`config.mk`:
```
export PLATFORM = sky130hd
export DESIGN_NAME = bsc_top
export DESIGN_NICKNAME = d
export VERILOG_FILES = /design/src/bsc_pkg.sv /design/src/bsc_drive_if.sv /design/src/bsc_deadtime.sv /design/src/bsc_top.sv
export SDC_FILE = /design/constraint.sdc
export NUM_CORES = 1
export LEC_CHECK = 0
export CAP_MARGIN = 30
export CORE_MARGIN = 1
export CORE_UTILIZATION = 49
export CTS_CLUSTER_SIZE = 8
export DETAILED_ROUTE_END_ITERATION = 12
export DONT_BUFFER_PORTS = 1
export SETUP_SLACK_MARGIN = 0.3
export SLEW_MARGIN = 10
export SYNTH_ARGS = -nofsm -noshare
export SYNTH_HDL_FRONTEND = slang
export SYNTH_SLANG_ARGS = --single-unit
```
`constraint.sdc`:
```
create_clock -name clk_in -period 4.8 [get_ports clk_in]
set_input_delay 0 -clock clk_in [delete_from_list [all_inputs] [get_ports clk_in]]
set_output_delay 0 -clock clk_in [all_outputs]
set_load 0.02 [all_outputs]
```
`src/bsc_pkg.sv`:
```
// Purpose: Shared constants for the bridge switching and protection block
// Assumes: 100 MHz system clock
// Notes:   Times in their own unit, cycle counts derived from them
package bsc_pkg;
  // ----------------------------------------
  // Clock
  // ----------------------------------------
  localparam int CLK_MHZ           = 100;
  // ----------------------------------------
  // Timing
  // ----------------------------------------
  localparam int WDOG_NS           = 32000;
  localparam int OSC_KHZ           = 450;
  localparam int BLANK_US          = 2400;
  localparam int RETRY_US          = 76000;
  localparam int DEAD_NS           = 30;
  localparam int WDOG_CYC          = (WDOG_NS * CLK_MHZ) / 1000;
  // Half period of the switching signal, rounded down
  localparam int OSC_HALF_CYC      = (CLK_MHZ * 1000) / (2 * OSC_KHZ);
  localparam int BLANK_CYC         = BLANK_US * CLK_MHZ;
  localparam int RETRY_CYC         = RETRY_US * CLK_MHZ;
  // Least time, rounded up
  localparam int DEAD_CYC          = (DEAD_NS * CLK_MHZ + 999) / 1000;
  // ----------------------------------------
  // Reset values
  // ----------------------------------------
  // Order {uv, ot, oc, en_n, clk}: disables start set to keep the bridge off,
  // fault flags start clear so the fault pin does not blip after reset
  localparam logic [4:0] SYNC_RST  = 5'h12;
  // ----------------------------------------
  // Protection states
  // ----------------------------------------
  typedef enum logic [1:0] {
    PROT_RUN   = 2'b00,
    PROT_BLANK = 2'b01,
    PROT_OFF   = 2'b10
  } prot_state_type;
endpackage

```
`src/bsc_drive_if.sv`:
```
// Purpose: Carries the switching phase and enable to the bridge output stage
// Assumes: Single clock domain
// Notes:   Phase is the divided switching signal
`timescale 1ns/1ps
interface bsc_drive_if;
  logic phase;
  logic enable;
  modport src  (output phase, output enable);
  modport sink (input  phase, input  enable);
endinterface

```
`src/bsc_deadtime.sv`:
```
// Purpose: Break-before-make bridge leg driver with dead time
// Assumes: Phase and enable are synchronous to clk_in
// Notes:   Outputs are tri-stated while disabled
`timescale 1ns/1ps
module bsc_deadtime #(
  parameter int DEAD_CYC = bsc_pkg::DEAD_CYC
) (
  input  wire logic clk_in,
  input  wire logic reset_in,
  input  wire logic clk_en_in,
  bsc_drive_if.sink drv,
  output logic      leg_a_out,
  output logic      leg_b_out,
  output logic      leg_oe_out
);
  localparam int CW = $clog2(DEAD_CYC + 1) + 1;
  logic [CW-1:0] dead_ff;
  logic [CW-1:0] nxt_dead;
  logic          last_ff;
  logic          nxt_last;
  logic          nxt_a;
  logic          nxt_b;
  logic          nxt_oe;
  logic          leg_a_ff;
  logic          leg_b_ff;
  logic          leg_oe_ff;

  always_comb begin
    nxt_dead = dead_ff;
    nxt_last = last_ff;
    nxt_a    = leg_a_ff;
    nxt_b    = leg_b_ff;
    nxt_oe   = drv.enable;
    if (!drv.enable) begin
      nxt_a    = 1'b0;
      nxt_b    = 1'b0;
      nxt_dead = CW'(DEAD_CYC);
      nxt_last = drv.phase;
    end else if (drv.phase != last_ff) begin
      // Both legs off first, so the bridge never shoots through
      nxt_a    = 1'b0;
      nxt_b    = 1'b0;
      nxt_dead = CW'(DEAD_CYC);
      nxt_last = drv.phase;
    end else if (dead_ff != '0) begin
      nxt_dead = dead_ff - CW'(1);
    end else begin
      nxt_a = last_ff;
      nxt_b = ~last_ff;
    end
  end

  always_ff @(posedge clk_in) begin
    if (reset_in) begin
      dead_ff   <= '0;
      last_ff   <= 1'b0;
      leg_a_ff  <= 1'b0;
      leg_b_ff  <= 1'b0;
      leg_oe_ff <= 1'b0;
    end else if (clk_en_in) begin
      dead_ff   <= nxt_dead;
      last_ff   <= nxt_last;
      leg_a_ff  <= nxt_a;
      leg_b_ff  <= nxt_b;
      leg_oe_ff <= nxt_oe;
    end
  end

  assign leg_a_out  = leg_a_ff;
  assign leg_b_out  = leg_b_ff;
  assign leg_oe_out = leg_oe_ff;
endmodule

```
`src/bsc_top.sv`:
```
// Purpose: Clock selection, divide-by-two, watchdog and protection for an H-bridge
// Assumes: Pin inputs are asynchronous and synchronised here
// Notes:   Analog sensing arrives as flags; dead time is a cycle count
`timescale 1ns/1ps
// Contract
// - Internal oscillator after 32 us low clock
// - Internal oscillator switches bridge at 450 kHz
// - External clock: switch on rising edges only
// - Divide external clock by two, 50% duty
// - Sync clock follows internal or external rate
// - Watchdog falls back after 32 us stall
// - Overcurrent beyond 2.4 ms disables and faults
// - Retry after 76 ms, release fault
// - Persistent overcurrent repeats blank and retry
// - Fault on overcurrent or thermal shutdown
// - Thermal fault held steady, no retry
// - Overtemperature disables bridge, sync clock runs
// - Temperature clear re-enables, releases fault
// - Enable high tri-states bridge, clock runs
// - Undervoltage tri-states bridge
// - Dead time between leg changes
// - No fault: fault output released
module bsc_top #(
  parameter int WDOG_CYC     = bsc_pkg::WDOG_CYC,
  parameter int OSC_HALF_CYC = bsc_pkg::OSC_HALF_CYC,
  parameter int BLANK_CYC    = bsc_pkg::BLANK_CYC,
  parameter int RETRY_CYC    = bsc_pkg::RETRY_CYC,
  parameter int DEAD_CYC     = bsc_pkg::DEAD_CYC
) (
  input  wire logic clk_in,
  input  wire logic reset_in,
  input  wire logic clk_en_in,
  input  wire logic ext_clock_input_in,
  input  wire logic enable_n_in,
  input  wire logic overcurrent_in,
  input  wire logic overtemp_in,
  input  wire logic undervoltage_in,
  output logic      bridge_out_a_out,
  output logic      bridge_out_a_oe_out,
  output logic      bridge_out_b_out,
  output logic      bridge_out_b_oe_out,
  output logic      sync_clock_output_out,
  output logic      sync_clock_output_oe_out,
  output logic      fault_out,
  output logic      fault_oe_out
);
  localparam int WW = $clog2(WDOG_CYC + 1);
  localparam int OW = $clog2(OSC_HALF_CYC + 1);
  localparam int PW = $clog2((BLANK_CYC > RETRY_CYC ? BLANK_CYC : RETRY_CYC) + 1);

  // ----------------------------------------
  // Pin synchronisers
  // ----------------------------------------
  logic [4:0] sync1_ff;
  logic [4:0] sync2_ff;
  logic [4:0] nxt_sync1;
  logic       clk_s;
  logic       en_n_s;
  logic       oc_s;
  logic       ot_s;
  logic       uv_s;

  always_comb begin
    nxt_sync1 = {undervoltage_in, overtemp_in, overcurrent_in, enable_n_in, ext_clock_input_in};
  end
  assign {uv_s, ot_s, oc_s, en_n_s, clk_s} = sync2_ff;

  // ----------------------------------------
  // Clock source selection
  // ----------------------------------------
  logic          clk_d_ff;
  logic          ext_sel_ff;
  logic [WW-1:0] wdog_ff;
  logic [OW-1:0] osc_ff;
  logic          osc_clk_ff;
  logic          phase_ff;
  logic          nxt_clk_d;
  logic          nxt_ext_sel;
  logic [WW-1:0] nxt_wdog;
  logic [OW-1:0] nxt_osc;
  logic          nxt_osc_clk;
  logic          nxt_phase;
  logic          ext_rise;
  logic          sync_clk_ff;
  logic          nxt_sync_clk;

  assign ext_rise = clk_s & ~clk_d_ff;

  always_comb begin
    nxt_clk_d   = clk_s;
    nxt_ext_sel = ext_sel_ff;
    nxt_wdog    = wdog_ff;
    nxt_osc     = osc_ff;
    nxt_osc_clk = osc_clk_ff;
    nxt_phase   = phase_ff;
    // Watchdog restarts on every level change of the external clock
    if (clk_s != clk_d_ff) begin
      nxt_wdog = '0;
    end else if (wdog_ff < WW'(WDOG_CYC)) begin
      nxt_wdog = wdog_ff + WW'(1);
    end
    if (ext_rise) begin
      // Returning source waits for a rising edge, so no short half period
      nxt_ext_sel = 1'b1;
      nxt_phase   = ~phase_ff;
    end else if (nxt_wdog == WW'(WDOG_CYC)) begin
      nxt_ext_sel = 1'b0;
    end
    // Internal oscillator ticks at twice the switching rate
    if (osc_ff >= OW'(OSC_HALF_CYC - 1)) begin
      nxt_osc     = '0;
      nxt_osc_clk = ~osc_clk_ff;
      if (!ext_sel_ff && !ext_rise) begin
        nxt_phase = ~phase_ff;
      end
    end else begin
      nxt_osc = osc_ff + OW'(1);
    end
    // Sync clock follows the active source rate
    nxt_sync_clk = ext_sel_ff ? clk_s : osc_clk_ff;
  end

  // ----------------------------------------
  // Overcurrent blanking and autoretry
  // ----------------------------------------
  bsc_pkg::prot_state_type prot_ff;
  bsc_pkg::prot_state_type nxt_prot;
  logic [PW-1:0]           ptmr_ff;
  logic [PW-1:0]           nxt_ptmr;
  logic                    oc_off;
  logic                    run_en;
  logic                    fault_ff;
  logic                    nxt_fault;

  always_comb begin
    nxt_prot = prot_ff;
    nxt_ptmr = ptmr_ff;
    unique case (prot_ff)
      bsc_pkg::PROT_RUN: begin
        nxt_ptmr = '0;
        if (oc_s) begin
          nxt_prot = bsc_pkg::PROT_BLANK;
        end
      end
      bsc_pkg::PROT_BLANK: begin
        if (!oc_s) begin
          nxt_prot = bsc_pkg::PROT_RUN;
          nxt_ptmr = '0;
        end else if (ptmr_ff >= PW'(BLANK_CYC - 1)) begin
          nxt_prot = bsc_pkg::PROT_OFF;
          nxt_ptmr = '0;
        end else begin
          nxt_ptmr = ptmr_ff + PW'(1);
        end
      end
      bsc_pkg::PROT_OFF: begin
        if (ptmr_ff >= PW'(RETRY_CYC - 1)) begin
          nxt_prot = bsc_pkg::PROT_RUN;
          nxt_ptmr = '0;
        end else begin
          nxt_ptmr = ptmr_ff + PW'(1);
        end
      end
      default: begin
        nxt_prot = bsc_pkg::PROT_RUN;
        nxt_ptmr = '0;
      end
    endcase
    oc_off    = (prot_ff == bsc_pkg::PROT_OFF);
    // Thermal fault is a plain level, so it never toggles
    nxt_fault = oc_off | ot_s;
    run_en    = ~oc_off & ~ot_s & ~en_n_s & ~uv_s;
  end

  // ----------------------------------------
  // Registers
  // ----------------------------------------
  always_ff @(posedge clk_in) begin
    if (reset_in) begin
      sync1_ff    <= bsc_pkg::SYNC_RST;
      sync2_ff    <= bsc_pkg::SYNC_RST;
      clk_d_ff    <= 1'b0;
      ext_sel_ff  <= 1'b0;
      wdog_ff     <= '0;
      osc_ff      <= '0;
      osc_clk_ff  <= 1'b0;
      phase_ff    <= 1'b0;
      sync_clk_ff <= 1'b0;
      prot_ff     <= bsc_pkg::PROT_RUN;
      ptmr_ff     <= '0;
      fault_ff    <= 1'b0;
    end else if (clk_en_in) begin
      sync1_ff    <= nxt_sync1;
      sync2_ff    <= sync1_ff;
      clk_d_ff    <= nxt_clk_d;
      ext_sel_ff  <= nxt_ext_sel;
      wdog_ff     <= nxt_wdog;
      osc_ff      <= nxt_osc;
      osc_clk_ff  <= nxt_osc_clk;
      phase_ff    <= nxt_phase;
      sync_clk_ff <= nxt_sync_clk;
      prot_ff     <= nxt_prot;
      ptmr_ff     <= nxt_ptmr;
      fault_ff    <= nxt_fault;
    end
  end

  // ----------------------------------------
  // Bridge stage and open-drain outputs
  // ----------------------------------------
  bsc_drive_if drv ();
  logic leg_a;
  logic leg_b;
  logic leg_oe;

  assign drv.phase  = phase_ff;
  assign drv.enable = run_en;

  bsc_deadtime #(
    .DEAD_CYC (DEAD_CYC)
  ) u_dead (
    .clk_in     (clk_in),
    .reset_in   (reset_in),
    .clk_en_in  (clk_en_in),
    .drv        (drv),
    .leg_a_out  (leg_a),
    .leg_b_out  (leg_b),
    .leg_oe_out (leg_oe)
  );

  assign bridge_out_a_out         = leg_a;
  assign bridge_out_b_out         = leg_b;
  assign bridge_out_a_oe_out      = leg_oe;
  assign bridge_out_b_oe_out      = leg_oe;
  // Open drain: pull low to signal
  assign sync_clock_output_out    = 1'b0;
  assign sync_clock_output_oe_out = ~sync_clk_ff;
  assign fault_out                = 1'b0;
  assign fault_oe_out             = fault_ff;
endmodule

```
# Word level (Yosys, flattened, before mapping)
# Index checks and enable logic that the tools add are counted.
# classes
add_sub_neg,4
n_lt_le_gt_ge,4
n_eq_ne,11
mux,29
bitwise_logic,14
reduce_logical,12
# op_table
op,count
two-way mux 23 bit,3
case mux 23 bit (2 select lines),1
two-way mux 12 bit,2
"adder 23 x 1 -> 23 bit, second input constant",1
"greater-or-equal comparator 23 x 18 -> 1 bit, second input constant",1
"greater-or-equal comparator 23 bit, second input constant",1
two-way mux 1 bit,14
"adder 12 x 1 -> 12 bit, second input constant",1
"equality test 12 bit, second input constant",1
"< comparator 12 bit, second input constant",1
AND reduction 2 bit,5
two-way mux 3 bit,3
"inequality test 3 bit, second input constant",3
NOT 1 bit,9
two-way mux 2 bit,4
"adder 7 x 1 -> 7 bit, second input constant",1
"greater-or-equal comparator 7 bit, second input constant",1
two-way mux 7 bit,1
case mux 2 bit (3 select lines),1
bitwise AND 1 bit,4
"inequality test 2 bit, second input constant",2
AND reduction 4 bit,1
nonzero test 3 bit,1
"subtractor 3 x 1 -> 3 bit, second input constant",1
9 further kinds,11
# totals
register_bits,67
in_bits,8
out_inout_bits,8

# Depth between registers and ports, before layout
# depth
word_depth,7
depth_mapped,9
ltp_nobuf,8

# Modules after synthesis
# Synthesis repeated with hierarchy kept, for this count alone.
# hier_totals
hier_cells,480
area_unflattened_um2,3779.9
# modules_own_cells
mod,instances,cells_each,area_each_um2,seq_area_each_um2
bsc_top,1,435,3369.5,1201.2
bsc_deadtime,1,45,410.4,140.1

# Worst setup path before layout
# Ideal clock, no wire load.
# synth_timing
kind,register -> register
from,register ptmr_ff[14]
to,register ptmr_ff[13]
setup_time_ns,0.142
arrival_time_ns,1.969
setup_slack_ns,2.688
stages_incl_launch_ff,10
n_path_buf,3
path_cell_list,dfxtp_1 buf_6 or4b_4 nor3_2 a21oi_1 a211o_1 buf_6 nand2_2 buf_4 o311ai_0
# synth_via
elab_chain_len,4
elab_cells_between_ends,6
cone_classes,order compare: 2; mux: 4
# synth_lines
element,line_no,text
from (decl),bsc_top.sv:128,logic [PW-1:0] ptmr_ff;
from (signal assigned),bsc_top.sv:203,ptmr_ff <= nxt_ptmr;
greater-or-equal comparator 23 x 18 -> 1 bit,bsc_top.sv:149,end else if (ptmr_ff >= PW'(BLANK_CYC - 1)) begin
two-way mux 23 bit,bsc_top.sv:149,
two-way mux 23 bit,bsc_top.sv:146,if (!oc_s) begin
case mux 23 bit (2 select lines) *,bsc_top.sv:138,unique case (prot_ff)
# Mark *: on every way between the ends. The rest lies on a longest branch, timed or not.
# A chain may end at the register's enable or synchronous reset.

# Final worst setup path
# layout_timing
from,register ptmr_ff[0]
to,register ptmr_ff[18]
# layout_via
elab_chain_len,4
elab_cells_between_ends,7
cone_classes,add/sub: 1; order compare: 2; mux: 4
# layout_lines
element,line_no
adder 23 x 1 -> 23 bit / greater-or-equal comparator 23 x 18 -> 1 bit (equally long branches),"bsc_top.sv:153, bsc_top.sv:161, bsc_top.sv:149"
two-way mux 23 bit,bsc_top.sv:149
two-way mux 23 bit,bsc_top.sv:146
case mux 23 bit (2 select lines) *,bsc_top.sv:138
# Marks and branches as above.

==> results by group <==
Detailed routing
  • Final WL: 7.62 mm
  • Via Count: slightly above 3000
  • Vias per cell: 5.71
  • DRT iter0 DRCs: a little under 200
  • Drt wl/cell: roughly 14 µm
  • Drt drc: 0
  • Antenna viol nets, final: 0
  • First-pass DRT Iterations: 4

CTS
  • CTS tree: built
  • Clock transition at the registers of the reported paths: ~0.070 ns
  • CTS root buffer: clkbuf_8
  • Clk buf depth: 2
  • Worst skew pair latency: roughly 0.34 ns
  • Sink Count: 67
  • Total CTS buffers: 9
  • H-tree levels: 3
  • Post-CTS Setup Inserts: 0

Synth
  • Synth area leader: dfxtp_1
  • Number of synthesized register bits: 67
  • Area share of the largest cell type after synthesis: 0.375
  • Cells after synthesis: roughly 450
  • EDFF count, synth: 0
  • YS warnings: 0
  • Seq/Total Area, Yosys: 0.375
  • Mapped Area: approximately 0.0036 mm²
  • Syn avg cell area: between 7 and 8 µm²
  • Yosys cell types: 48
  • Post-synth top flop: dfxtp_1
  • Synth area leaders: dfxtp_1 (38%), nor2_1 (5.5%), nand2_1 (5.1%)
  • Post-synth ARST share: 0

Finish
  • Layout Cells excl Fill: about 550
  • Share of post-route cells with drive strength above 1: 0.0646
  • Final Net Count: around 460
  • Layout Utilization: 0.559
  • Area grow syn2layout: 8.02%
  • Antenna Cells: 0
  • Final Instance Area: about 0.0039 mm²

GRT
  • Initial antenna violation count: 0
  • Largest net degree at the start of global routing: 45
  • First-pass GRT wire length: between 10 and 15 mm
  • GRT overflow: 0
  • Vias in the first global route: about 2700
  • Total track usage: 0.212

STA
  • Worst slew margin: 0.362
  • Actual transition at the worst max-transition pin: between 0.9 and 1 ns
  • Setup violators final: 0
  • Final hold viol count: 0
  • Tcrit/Tclk final: 0.606
  • Clk_skew: 0.0106 ns
  • Crit path time final: between 2 and 3 ns
  • Hold WS: roughly 0.019 ns
  • RSZ-0062 raised after global routing: no
  • F_max: about 0.34 GHz
  • Slew Viols, Final: 0
  • Setup TNS: 0 ns

Hold path
  • HP Class: in -> reg

Die
  • Initial Util: 0.518
  • Rows: 30
  • Core Area: 0.00691 mm²
  • # IOs: 16
  • Die height: roughly 87 µm
  • Chip Width: 87.4 µm
  • Die area: about 0.0076 mm²

Critical path
  • Critical path capture point type: register
  • Arr. time, crit path: 3.13 ns
  • Element type at the critical path start: register
  • Req. time, crit path: roughly 5.0 ns
  • Critical Path Fanout Max: 27
  • Crit path kind: reg -> reg

Place
  • DP Area: between 0.003 and 0.004 mm²
  • # port buffers: 0
  • GP Congestion: about 0.80
  • Detailed placer's ending HPWL: approximately 4.8 mm
  • DP Cell Count: between 500 and 600

Power
  • Peak supply drop: between 0.15 and 0.2 mV
  • Sequential share of power: 0.535
  • Clock power frac: 0.390
  • Leakage: approximately 1.3 nW
  • Internal power: between 0.0008 and 0.0009 W
  • Switching Fraction: 0.246
  • Comb power frac: 0.074
  • NetSw: around 0.00027 W
  • PD cells: 281 mW/mm²

Run
  • Max_cap viols: 0

Status
  • Status: finished, final reports clean
layout make-up:
type / count / area, µm²
clock inverter: 4 / 25.0
clock buffer: 12 / 155
tap: 96 / 120
multi-input combinational: 327 / 1980
sequential: 67 / 1340
inverter: 27 / 101
timing repair buffer: 12 / 135
fill: 660 / 3050
power groups by stage:
stage / registers [W] / logic [W] / clock network [W]
2_1_floorplan: 0.000590 / 0.0000618 / 0
3_3_place_gp: 0.000593 / 0.0000592 / 0
3_5_place_dp: 0.000593 / 0.0000599 / 0
4_1_cts: 0.000580 / 0.0000807 / 0.000440
5_1_grt: 0.000582 / 0.0000914 / 0.000463
6_report: 0.000580 / 0.0000804 / 0.000423
state kept, by name, summed over array words and instances (netlist names):
register	flops
clk_d_ff	1
drv.phase	1
ext_sel_ff	1
fault_oe_out	1
osc_clk_ff	1
osc_ff	7
prot_ff	2
ptmr_ff	23
sync1_ff	5
sync2_ff	5
sync_clk_ff	1
u_dead.dead_ff	3
u_dead.last_ff	1
u_dead.leg_a_out	1
u_dead.leg_b_out	1
u_dead.leg_oe_out	1
wdog_ff	12
layer usage:
metal / global-route usage / part of all wire / vias up
met3: 0.0370 / 0.056 / 17
li1: - / - / 1600
met2: 0.323 / 0.43 / 87
met1: 0.294 / 0.50 / 1409
met5: 0 / 0 / -
met4: 0.0864 / 0.017 / 0
cell usage after synthesis (5+ instances only):
master	count
nor2b_1	6
o311ai_1	5
nor4_1	11
nor2_1	52
or2_2	5
mux2i_1	13
nand4_1	25
a21oi_1	24
xnor2_1	13
a31oi_1	10
nand3_1	17
o21ai_0	18
o22ai_1	5
ha_1	12
clkbuf_1	21
nand2_1	49
nor3_1	9
inv_1	27
a211o_1	5
o311ai_0	6
dfxtp_1	67
a211oi_1	8
cell usage in the layout, fill, tap and decap left out, types with 2 or more instances in the layout:
master         count
dfxtp_1           67
nor2_1            52
nand2_1           49
inv_1             27
nand4_1           25
a21oi_1           24
o21ai_0           18
nand3_1           17
xnor2_1           13
mux2i_1           13
ha_1              12
nor4_1            11
clkbuf_8          11
a31oi_1           10
nor3_1             9
a211oi_1           8
dlygate4sd3_1      8
nor2b_1            6
o311ai_0           6
or2_2              5
o22ai_1            5
o311ai_1           5
a211o_1            5
o31ai_1            4
xor2_1             4
and3_1             3
a22oi_1            2
and4_1             2
nand3b_1           2
conb_1             2
clkinv_2           2
clkinvlp_4         2
buf_12             2
buf_4              2
what timing repair did:
item	CTS	global route
hold endpoints to repair	45	0
hold buffers	10	0
gates resized for setup	0	0
through the flow:
| step | power (W) | setup WS [ns] |
|---|---|---|
| finish | 0.00108 | 1.89 |
| global route | 0.00114 | 1.64 |
| CTS | 0.00110 | 1.90 |
| detailed placement | 0.000653 | 1.91 |
| global placement | 0.000652 | 2.02 |
| floorplan | 0.000652 | 2.69 |
worst max-delay path: stages, from the launching register on:
cell and delay [ns]:
dfxtp_1 0.35, ha_1 0.25, and3_1 0.20, and4b_1 0.20, a211oi_1 0.20, a211o_1 0.74, nand2_2 0.42, o311ai_0 0.43
final timing paths:
check,cells past startpoint,from,slack [ns],endpoint
min,4,clk_en_in,0.02,osc_clk_ff
max,7,ptmr_ff[0],1.89,ptmr_ff[18]
min reg2reg,1,sync1_ff[1],0.46,sync2_ff[1]
max reg2reg,7,ptmr_ff[0],1.89,ptmr_ff[18]
logic make-up (layout without fill, tap and decap cells):
family | after synthesis | in the layout | share of synthesized area
multiplexers | 14 | 14 | 0.0396
flip-flops | 67 | 67 | 0.375
other | 1 | 2 | 0.00105
buffers and inverters | 59 | 55 | 0.0711
AND/OR/NAND/NOR | 188 | 188 | 0.257
XOR/XNOR | 17 | 17 | 0.0417
adder cells (fa/ha/maj) | 12 | 12 | 0.0420
AO/OA/AOI/OAI | 94 | 94 | 0.173
Power figures use the tool's default switching activity.
